`src/verilog/wake_detect_regs.svh`:
```
// register offsets, field positions, reset values and codes for the wake detector
`ifndef WAKE_DETECT_REGS_SVH
`define WAKE_DETECT_REGS_SVH

`define WAKE_OFS_CTRL_LOW    4'h0
`define WAKE_OFS_CTRL_HIGH   4'h4
`define WAKE_OFS_CLEAR_CMD   4'h8
`define WAKE_OFS_PENDING     4'hC

`define WAKE_ENABLE_POS      0
`define WAKE_STATUS_POS      2
`define WAKE_LEVEL_POS       4
`define WAKE_LANE_WIDTH      8

`define WAKE_LEVEL_RESET     3'h2
`define WAKE_LEVEL_LOW       3'h0
`define WAKE_LEVEL_HIGH      3'h1
`define WAKE_LEVEL_FALL      3'h2
`define WAKE_LEVEL_RISE      3'h3
`define WAKE_LEVEL_BOTH      3'h4

`define WAKE_STATUS_NONE     2'h0
`define WAKE_STATUS_RISE     2'h1
`define WAKE_STATUS_FALL     2'h2

`endif
```
`src/verilog/wake_detect_pkg.sv`:
```
// types shared by the standby wake source detector
package wake_detect_pkg;

    typedef struct packed {
        logic [3:0]  addr;
        logic [31:0] wdata;
        logic        wr;
        logic        rd;
    } reg_req_t;

    typedef struct packed {
        logic [2:0] level;
        logic [1:0] status;
        logic       enable;
        logic       pending;
    } wake_src_t;

endpackage : wake_detect_pkg

```
`src/verilog/standby_wake_source_detector.sv`:
```
// standby wake source detector: eight inputs, mode registers, release request
// Operation
// - level select 000 low, 001 high, 010 fall, 011 rise, 100 either edge
// - low register: sources 0-3 level select at 6-4,14-12,22-20,30-28
// - read-only edge status 01 rise, 10 fall, 11 both, at 3-2 etc
// - edge status is recorded only while level select is either edge
// - clearing a source's pending request also zeroes its edge status
// - high register holds sources 4-7 in the same layout
//
// Added by the designer: the address-and-strobe port and the address map.
`timescale 1ns/10ps
`include "wake_detect_regs.svh"

module standby_wake_source_detector
    import wake_detect_pkg::*;
(
    // clock, reset, enable
    input  wire logic        clock_i,
    input  wire logic        resetn_i,
    input  wire logic        clk_en_i,
    // register port
    input  wire logic [3:0]  reg_addr_i,
    input  wire logic [31:0] reg_wdata_i,
    input  wire logic        reg_wr_i,
    input  wire logic        reg_rd_i,
    output logic      [31:0] reg_rdata_o,
    // external wake inputs and request
    input  wire logic [7:0]  wake_input_i,
    output logic             standby_release_o
);

    // ------------------------------------------------------------
    // reset release and input synchronisers
    // ------------------------------------------------------------
    logic       rst_meta_q;
    logic       rst_sync_q;
    logic [7:0] in_meta_q;
    logic [7:0] in_sync_q;
    logic [7:0] in_prev_q;
    logic       rst_n;

    always_ff @(posedge clock_i or negedge resetn_i) begin
        if (!resetn_i) begin
            rst_meta_q <= 1'b0;
            rst_sync_q <= 1'b0;
        end else begin
            rst_meta_q <= 1'b1;
            rst_sync_q <= rst_meta_q;
        end
    end
    assign rst_n = rst_sync_q;

    // ------------------------------------------------------------
    // per-source state
    // ------------------------------------------------------------
    reg_req_t    req;
    wake_src_t   src_q [8];
    wake_src_t   src_d [8];
    logic [7:0]  clear_mask;
    logic [31:0] rdata_d;
    logic [31:0] rdata_q;
    logic        release_d;
    logic        release_q;
    logic [7:0]  cond_met;

    assign req = '{addr:  reg_addr_i,
                   wdata: reg_wdata_i,
                   wr:    reg_wr_i,
                   rd:    reg_rd_i};

    // clear command: one bit per source, written as a pulse
    assign clear_mask = (req.wr && req.addr == `WAKE_OFS_CLEAR_CMD)
                        ? req.wdata[7:0] : 8'h00;

    always_comb begin
        logic [2:0] lvl;
        logic       rise;
        logic       fall;
        logic       hit;
        logic       in_wr;
        logic [7:0] lane;
        lvl   = 3'h0;
        rise  = 1'b0;
        fall  = 1'b0;
        hit   = 1'b0;
        in_wr = 1'b0;
        lane  = 8'h00;
        for (int i = 0; i < 8; i++) begin
            src_d[i] = src_q[i];
            lvl  = src_q[i].level;
            rise = in_sync_q[i] & ~in_prev_q[i];
            fall = ~in_sync_q[i] & in_prev_q[i];
            case (lvl)
                `WAKE_LEVEL_LOW:  hit = ~in_sync_q[i];
                `WAKE_LEVEL_HIGH: hit = in_sync_q[i];
                `WAKE_LEVEL_FALL: hit = fall;
                `WAKE_LEVEL_RISE: hit = rise;
                `WAKE_LEVEL_BOTH: hit = rise | fall;
                default:          hit = 1'b0; // prohibited codes do nothing
            endcase
            cond_met[i] = hit;
            // write of the owning control register
            in_wr = req.wr && ((i < 4 && req.addr == `WAKE_OFS_CTRL_LOW) ||
                    (i >= 4 && req.addr == `WAKE_OFS_CTRL_HIGH));
            lane = req.wdata[(i % 4) * `WAKE_LANE_WIDTH +: 8];
            if (in_wr) begin
                src_d[i].level  = lane[`WAKE_LEVEL_POS +: 3];
                src_d[i].enable = lane[`WAKE_ENABLE_POS];
            end
            // clear first so that a same-cycle event wins
            if (clear_mask[i]) begin
                src_d[i].pending = 1'b0;
                src_d[i].status  = `WAKE_STATUS_NONE;
            end
            if (src_q[i].enable && hit) begin
                src_d[i].pending = 1'b1;
                if (lvl == `WAKE_LEVEL_BOTH) begin
                    src_d[i].status = (clear_mask[i] ? 2'h0 : src_q[i].status)
                        | (rise ? `WAKE_STATUS_RISE : `WAKE_STATUS_NONE)
                        | (fall ? `WAKE_STATUS_FALL : `WAKE_STATUS_NONE);
                end
            end
        end
    end

    // ------------------------------------------------------------
    // read mux and release request
    // ------------------------------------------------------------
    always_comb begin
        rdata_d   = 32'h0000_0000;
        release_d = 1'b0;
        for (int i = 0; i < 8; i++) begin
            release_d = release_d | src_d[i].pending;
        end
        if (req.rd) begin
            case (req.addr)
                `WAKE_OFS_CTRL_LOW, `WAKE_OFS_CTRL_HIGH: begin
                    for (int k = 0; k < 4; k++) begin
                        // bits 7 and 1 of each lane read zero
                        rdata_d[k*8 +: 8] = (req.addr == `WAKE_OFS_CTRL_LOW)
                            ? {1'b0, src_q[k].level, src_q[k].status,
                               1'b0, src_q[k].enable}
                            : {1'b0, src_q[k+4].level, src_q[k+4].status,
                               1'b0, src_q[k+4].enable};
                    end
                end
                `WAKE_OFS_PENDING: begin
                    for (int k = 0; k < 8; k++) begin
                        rdata_d[k] = src_q[k].pending;
                    end
                end
                default: rdata_d = 32'h0000_0000;
            endcase
        end
    end

    always_ff @(posedge clock_i or negedge rst_n) begin
        if (!rst_n) begin
            in_meta_q <= 8'h00;
            in_sync_q <= 8'h00;
            in_prev_q <= 8'h00;
            rdata_q   <= 32'h0000_0000;
            release_q <= 1'b0;
            for (int i = 0; i < 8; i++) begin
                src_q[i] <= '{level: `WAKE_LEVEL_RESET,
                              status: `WAKE_STATUS_NONE,
                              enable: 1'b0, pending: 1'b0};
            end
        end else if (clk_en_i) begin
            in_meta_q <= wake_input_i;
            in_sync_q <= in_meta_q;
            in_prev_q <= in_sync_q;
            rdata_q   <= rdata_d;
            release_q <= release_d;
            for (int i = 0; i < 8; i++) begin
                src_q[i] <= src_d[i];
            end
        end
    end

    assign reg_rdata_o       = rdata_q;
    assign standby_release_o = release_q;

    // ------------------------------------------------------------
    // assertions
    // ------------------------------------------------------------
    property p_reset_level;
        @(posedge clock_i) $rose(rst_n) |-> src_q[0].level == 3'h2;
    endproperty
    a_reset_level: assert property (p_reset_level)
        else $error("level select not 010 after reset");

    property p_release_held;
        @(posedge clock_i) disable iff (!rst_n)
        (release_q && clk_en_i && clear_mask == 8'h00) |=> release_q;
    endproperty
    a_release_held: assert property (p_release_held)
        else $error("release request dropped without clear");

    property p_status_only_both;
        @(posedge clock_i) disable iff (!rst_n)
        ($changed(src_q[0].status) && src_q[0].status != 2'h0)
            |-> $past(src_q[0].level) == 3'h4;
    endproperty
    a_status_only_both: assert property (p_status_only_both)
        else $error("edge status set outside either-edge mode");

    property p_clear_status;
        @(posedge clock_i) disable iff (!rst_n)
        (clk_en_i && clear_mask[0] && !(src_q[0].enable && cond_met[0]))
            |=> src_q[0].status == 2'h0 && !src_q[0].pending;
    endproperty
    a_clear_status: assert property (p_clear_status)
        else $error("clear did not zero edge status");

    property p_rise_status;
        @(posedge clock_i) disable iff (!rst_n)
        (clk_en_i && src_q[1].enable && src_q[1].level == 3'h4 &&
         in_sync_q[1] && !in_prev_q[1]) |=> src_q[1].status[0];
    endproperty
    a_rise_status: assert property (p_rise_status)
        else $error("rising edge not recorded");

    property p_disabled_quiet;
        @(posedge clock_i) disable iff (!rst_n)
        (clk_en_i && !src_q[2].enable && !src_q[2].pending)
            |=> !src_q[2].pending;
    endproperty
    a_disabled_quiet: assert property (p_disabled_quiet)
        else $error("disabled source raised a request");

    // pending reads use bit 7 for source 7, so only control reads qualify
    property p_read_zero_bits;
        @(posedge clock_i) disable iff (!rst_n)
        (clk_en_i && reg_rd_i &&
         (reg_addr_i == `WAKE_OFS_CTRL_LOW ||
          reg_addr_i == `WAKE_OFS_CTRL_HIGH))
            |=> (reg_rdata_o & 32'h8282_8282) == 32'h0000_0000;
    endproperty
    a_read_zero_bits: assert property (p_read_zero_bits)
        else $error("unused bit read as one");

    property p_high_write;
        @(posedge clock_i) disable iff (!rst_n)
        (clk_en_i && reg_wr_i && reg_addr_i == `WAKE_OFS_CTRL_HIGH)
            |=> src_q[7].level == $past(reg_wdata_i[30:28]);
    endproperty
    a_high_write: assert property (p_high_write)
        else $error("source 7 level select not stored");

    // outputs leave reset quiet at the first edge after internal release
    property p_reset_outputs;
        @(posedge clock_i) $rose(rst_n)
            |-> !standby_release_o && reg_rdata_o == 32'h0000_0000;
    endproperty
    a_reset_outputs: assert property (p_reset_outputs)
        else $error("outputs not quiet after reset");

    // a held low level keeps asking, even across a clear
    property p_low_level;
        @(posedge clock_i) disable iff (!rst_n)
        (clk_en_i && src_q[3].enable && src_q[3].level == `WAKE_LEVEL_LOW &&
         !in_sync_q[3]) |=> src_q[3].pending;
    endproperty
    a_low_level: assert property (p_low_level)
        else $error("low level did not raise a request");

    property p_high_level;
        @(posedge clock_i) disable iff (!rst_n)
        (clk_en_i && src_q[2].enable && src_q[2].level == `WAKE_LEVEL_HIGH &&
         in_sync_q[2]) |=> src_q[2].pending;
    endproperty
    a_high_level: assert property (p_high_level)
        else $error("high level did not raise a request");

    property p_fall_level;
        @(posedge clock_i) disable iff (!rst_n)
        (clk_en_i && src_q[4].enable && src_q[4].level == `WAKE_LEVEL_FALL &&
         !in_sync_q[4] && in_prev_q[4]) |=> src_q[4].pending;
    endproperty
    a_fall_level: assert property (p_fall_level)
        else $error("falling edge did not raise a request");

    // status accumulates, so a fall must show in bit 1 whatever came before
    property p_fall_status;
        @(posedge clock_i) disable iff (!rst_n)
        (clk_en_i && src_q[0].enable && src_q[0].level == `WAKE_LEVEL_BOTH &&
         !in_sync_q[0] && in_prev_q[0]) |=> src_q[0].status[1];
    endproperty
    a_fall_status: assert property (p_fall_status)
        else $error("falling edge not recorded");

    c_release: cover property (@(posedge clock_i) $rose(release_q));
    c_both: cover property (@(posedge clock_i) src_q[0].status == 2'h3);
    c_clear: cover property (@(posedge clock_i) $fell(release_q));
    c_high: cover property (@(posedge clock_i) src_q[2].pending);
    c_frozen_write: cover property (@(posedge clock_i) !clk_en_i && reg_wr_i);

endmodule : standby_wake_source_detector

```
`config.mk`:
```
export PLATFORM = sky130hd
export DESIGN_NAME = standby_wake_source_detector
export DESIGN_NICKNAME = d
export VERILOG_FILES = /design/src/verilog/wake_detect_pkg.sv /design/src/verilog/standby_wake_source_detector.sv
export VERILOG_INCLUDE_DIRS = /design/src /design/src/verilog
export SDC_FILE = /design/constraint.sdc
export NUM_CORES = 1
export LEC_CHECK = 0
export ABC_CLOCK_PERIOD_IN_PS = 6000
export BUFFER_PORTS_ARGS = -buffer_cell sky130_fd_sc_hd__buf_2
export CORE_MARGIN = 5
export CORE_UTILIZATION = 39
export DETAILED_ROUTE_END_ITERATION = 8
export RECOVER_POWER = 50
export REMOVE_ABC_BUFFERS = 1
export SLEW_MARGIN = 10
export SYNTH_ARGS = -nofsm -noshare
export SYNTH_HDL_FRONTEND = slang
export SYNTH_SLANG_ARGS = --single-unit
```
`constraint.sdc`:
```
create_clock -name clock_i -period 6 [get_ports clock_i]
set_input_delay 0 -clock clock_i [delete_from_list [all_inputs] [get_ports clock_i]]
set_output_delay 0 -clock clock_i [all_outputs]
set_load 0.03 [all_outputs]
```
-- Word-level counts from Yosys, hierarchy flattened
Cells that the tools add are included.
W data, S select, Z words.
- bitwise gates (word level): 63
- multipliers: 0
- add/sub/neg operators: 0
- order comparisons: 0
- eq/ne operators: 35
- reduce and logical (&&, ||, !) cells: 23
- mux-type cells: 72
- divide/modulo/power cells: 0
- shift-type cells: 0
- operators by type and width (kind ; number):
    $mux W2 ; 32
    $eq A3 B2 Y1 const B ; 16
    $pmux W1 S5 ; 8
    $mux W31 ; 1
    $mux W7 ; 4
    $eq A3 B1 Y1 const B ; 8
    $eq A3 B3 Y1 const B ; 8
    $logic_not A3 Y1 ; 8
    $mux W1 ; 24
    $mux W23 ; 1
    $and A1 B1 Y1 ; 16
    $not A1 Y1 ; 16
    $or A2 B1 Y2 ; 8
    $or A2 B2 Y2 ; 8
    $pmux W8 S2 ; 1
    $or A1 B1 Y1 ; 15
    $logic_and A1 B1 Y1 ; 11
    $eq A4 B4 Y1 const B ; 2
    $mux W8 ; 1
    $eq A4 B3 Y1 const B ; 1
    $logic_not A4 Y1 ; 1
    $reduce_and A2 Y1 ; 2
    $reduce_or A2 Y1 ; 1
- output and inout port bits: 33
- register bits after elaboration: 115
- memories: 0
- latch bits: 0
- bits in writable memories: 0
- bits of input ports: 49
- logic and storage cells: 232
- memory bits (read-only): 0

-- Longest topological paths before layout
- depth in word-level cells: 13
- gate-level depth with buffers: 8

-- Worst setup path after synthesis
Ideal clock, no wire load.
- path kind: flip-flop to flip-flop
- start point: reg in_sync_q[6]
- end point: reg src_q[10] in the netlist's numbering
- library setup time: 65 ps
- path buffers: 0
- stages on the path, launching flop included: 8
- data arrival time: 1572 ps
- slack: 4363 ps
- path through: dfrtp_1 inv_1 ha_1 mux2_2 o21ai_0 a31o_2 and4_1 a22o_1
- word-level cells in the longest chain between the ends: 6
- elaborated cells on any way between the ends: 10
- those cells by class: 4 x mux; 5 x bitwise; 1 x reduce/logical
- ends and longest elaborated chain (element ; RTL line ; text):
    start, declared ; standby_wake_source_detector.sv:38 ; logic [7:0] in_sync_q;
    start signal, assigned ; standby_wake_source_detector.sv:171 ; in_sync_q <= in_meta_q;
    $not A1 Y1 ; standby_wake_source_detector.sv:92, standby_wake_source_detector.sv:94 ;
    $and A1 B1 Y1 ; standby_wake_source_detector.sv:92 ; fall = ~in_sync_q[i] & in_prev_q[i];
    $or A1 B1 Y1 / $mux W2 (equally long branches) ; - ;
    $pmux W1 S5 / $or A2 B2 Y2 (equally long branches) ; standby_wake_source_detector.sv:93, standby_wake_source_detector.sv:118 ;
    $logic_and A1 B1 Y1 / $mux W2 (equally long branches) ; standby_wake_source_detector.sv:115, standby_wake_source_detector.sv:117 ;
    $mux W2 (*) ; standby_wake_source_detector.sv:115 ; if (src_q[i].enable && hit) begin
    end signal, assigned by index ; standby_wake_source_detector.sv:165 ; src_q[i] <= '{level: `WAKE_LEVEL_RESET,
    end signal, assigned by index ; standby_wake_source_detector.sv:176 ; src_q[i] <= src_d[i];
    end, declared ; standby_wake_source_detector.sv:57 ; wake_src_t src_q [8];
Every way passes the cells marked *; elsewhere a longest branch is shown, timed or not.
A chain may end at the register's enable or synchronous reset.

==> summary.md <==
| Metric | Value |
|---|---|
| Failing checks | max-capacitance violations, max-slew violations |
| Mux share of post-synthesis cell area | 15.7% |
| Dominant synthesized flop cell | dfrtp_1 |
| Num rows | 42 |
| Worst skew pair latency | approximately 0.34 ns |
| Post-synth top cells | 101 x dfrtp_1, 42 x mux2_2, 34 x mux2i_1 |
| Gr usage total | 15.7% |
| Syn avg cell area | 11.9 um2 |
| CTS buffer count | 9 |
| Setup crit end kind | flop |
| Cell Area, Placed | ~5600 um2 |
| Slowest CP cell | clkbuf_1 |
| Clk pin slew, worst setup/hold paths | about 0.070 ns |
| Final worst slack | 2.49 ns |
| Boundary Pins | just over 80 |
| Number of flops mapped to enable cells by yosys | 0 |
| Slew headroom | -21.9% |
| Seq/Total Area, Yosys | roughly 53% |
| GPL Wtd Cong | roughly 0.79 |
| Max-cap violations | 1 |
| Largest cells by area after synthesis | dfrtp_1 49%, mux2_2 9.1%, mux2i_1 6.6% |
| Gr ovfl total | 0 |
| Synth Area in XOR/XNOR | 1.01% |
| Drt via density | 5.25 |
| CP dominant cell by count | clkbuf_1 |
| Status | complete, but fails checks |
| Starting Density | 39.5% |
| Residual DRC | 0 |
| Tmin final | around 3.5 ns |
| Period utilization | approximately three fifths |
| Clock sink count | ~110 |
| Die Wd | between 100 and 150 um |
| Worst vdd ir | 0.189 mV |
| CTS tree | yes |
| Synthesized area | a little over 5000 um2 |
| Fin. Hold Viols | 0 |
| Actual slew at the worst max-slew pin | ~1.8 ns |
| Post-CTS Hold Buffers | 26 |
| Setup CP Type | in2reg |
| Synth warn | 0 |
| RSZ-0062 raised after global routing | no |
| Post_cts resized | 0 |
| Register bit total from synthesis | between 100 and 150 |
| Compound-Gate Fraction of Synth Area | between 10% and 20% |
| Syn Inst Count | 435 |
| Clock Skew | around 0.0063 ns |
| Distinct cells, synth | 45 |
| Hold Path Class | in2reg |
| Global-route wire length before repair | 19900 um |
| Fin. max-slew vios | 74 |
| P&R area growth vs syn | 18.7% |
| Max Clk Rate | roughly 0.28 GHz |
| Worst Setup Start Kind | input pin |
| Antenna Cells | 0 |
| Dpl hpwl | 8300 um |
| Die height | between 100 and 150 um |
| Leakage dissipation | 2.79 nW |
| Most numerous cell in the Yosys netlist | dfrtp_1 |
| Main combinational cell family by area after synthesis | multiplexers |
| Final setup violation count | 0 |
| Buffers added on ports | 63 |
| H-tree levels | 3 |
| Vias in the first global route | around 3800 |
| Final Cell Area | around 6000 um2 |
| WL/cell | around 17 um |
| CP peak stage delay | about 1.1 ns |
| Area leader, netlist | dfrtp_1 |
| Setup TNS | 0 ns |
| Crit path cell chain | clkbuf_1, clkbuf_1, inv_1, clkbuf_1, a21oi_1, nor4bb_1, a31oi_1 |
| Root Buffer | clkbuf_16 |
| Top-area cell type share of the netlist area | 48.7% |
| Post-CTS setup buffer count | 0 |
| Die ar. | around 16000 um2 |
| Vias | between 3000 and 4000 |
| Crit-path max FO | 33 |
| Final WL | approximately 12000 um |
| Synth async-reset ratio | 100% |
| Largest net degree at the start of global routing | 74 |
| Worst EP arrival | around 3.7 ns |
| Power density over the cells | around 320 nW/um2 |
| Detailed Routing Iterations Pass 1 | 4 |
| CTS max path bufs | 2 |
| Initial antenna violation count | 0 |
| Synth Area in Adders | 3.86% |
| Fin nets | between 500 and 600 |
| Critical Path RT | 6.21 ns |
| 1st-iter DRT viols | around 260 |
| Simple-Gate Fraction of Synth Area | about 8.5% |
| Total power | approximately 0.0019 W |
| DRT antenna net count | 0 |
| Placeable Area | about 13000 um2 |
| Worst slack, placed | around 3.5 ns |
| Share of cells above drive strength 1 | between 20% and 30% |
[state kept, by name (all words and copies together) (netlist names)]
signal,count
in_prev_q,8
rst_meta_q,1
reg_rdata_o,26
rst_n,1
standby_release_o,1
in_meta_q,8
in_sync_q,8
src_q,56
[report_power, final]
| group | internal, W | switching (W) | total (W) |
|---|---|---|---|
| Sequential | 0.000850 | 0.000118 | 0.000968 |
| Combinational | 0.000175 | 0.000153 | 0.000327 |
| Clock | 0.000389 | 0.000262 | 0.000651 |
| Total | 0.00141 | 0.000533 | 0.00195 |
[worst max-delay path: cells and delay by family]
| kind | cells | cell delay (ns) |
|---|---|---|
| AOI/OAI and AO/OA | 2 | 0.48 |
| buffers and inverters | 4 | 2.91 |
| and+or+nand+nor | 1 | 0.32 |
[cell families after synthesis]
group	Yosys count
AOI/OAI and AO/OA	95
adders and majority gates	16
other	2
buffers and inverters	49
muxes	76
DFF	109
and+or+nand+nor	82
xor gates and xnor gates	6
[metal layers]
layer	global-route usage, %	wire (um)	vias to the layer above
li1	-	-	1734
met1	20.9	5550	1849
met2	26.2	5850	66
met3	3.16	376	13
met4	4.40	149	0
met5	0	0	-
[per-stage QoR]
| step | std cells | hold WS, ns | utilization (%) |
|---|---|---|---|
| after floorplan | 414 | -0.296 | - |
| after global placement | 656 | -0.216 | 42.8 |
| after detailed placement | 656 | -0.212 | 42.8 |
| after CTS | 698 | 0.0225 | 47.3 |
| after global routing | 698 | 0.0263 | 46.9 |
| final | 698 | 0.0445 | 46.9 |
[path summary, 6_finish.rpt]
| kind | start | endpoint | slack [ns] | cells past startpoint |
|---|---|---|---|---|
| worst max-delay path | clk_en_i | standby_release_o | 2.49 | 7 |
| worst min-delay path | reg_wdata_i[1] | src_q[42] | 0.04 | 4 |
| worst max register to register | rst_n | src_q[10] | 2.96 | 1 |
| worst min register to register | rst_meta_q | rst_n | 0.36 | 0 |
| max in group asynchronous | rst_n | src_q[10] | 2.96 | 1 |
| min in group asynchronous | resetn_i | rst_meta_q | 0.49 | 3 |
[final cells by class]
cell class                      count  area, um2
Multi-Input combinational cell    282       2230
Clock buffer                       11        253
Tap cell                          176        220
Clock inverter                      5       81.3
Timing Repair Buffer               92        553
Sequential cell                   109       2740
Inverter                           23       86.3
Fill cell                        1263       6970
[cell usage in the layout (no fill, tap or decap), types with 8 or more instances in the layout]
cell / n
nand2_1: 34
mux2_2: 42
dfstp_2: 8
clkbuf_1: 30
clkbuf_16: 9
nor2_1: 11
o2bb2ai_1: 18
dlygate4sd3_1: 26
ha_1: 16
mux2i_1: 34
inv_1: 23
buf_2: 35
o21ai_0: 32
a22o_1: 25
dfrtp_1: 101
Power figures use the tool's default switching activity.
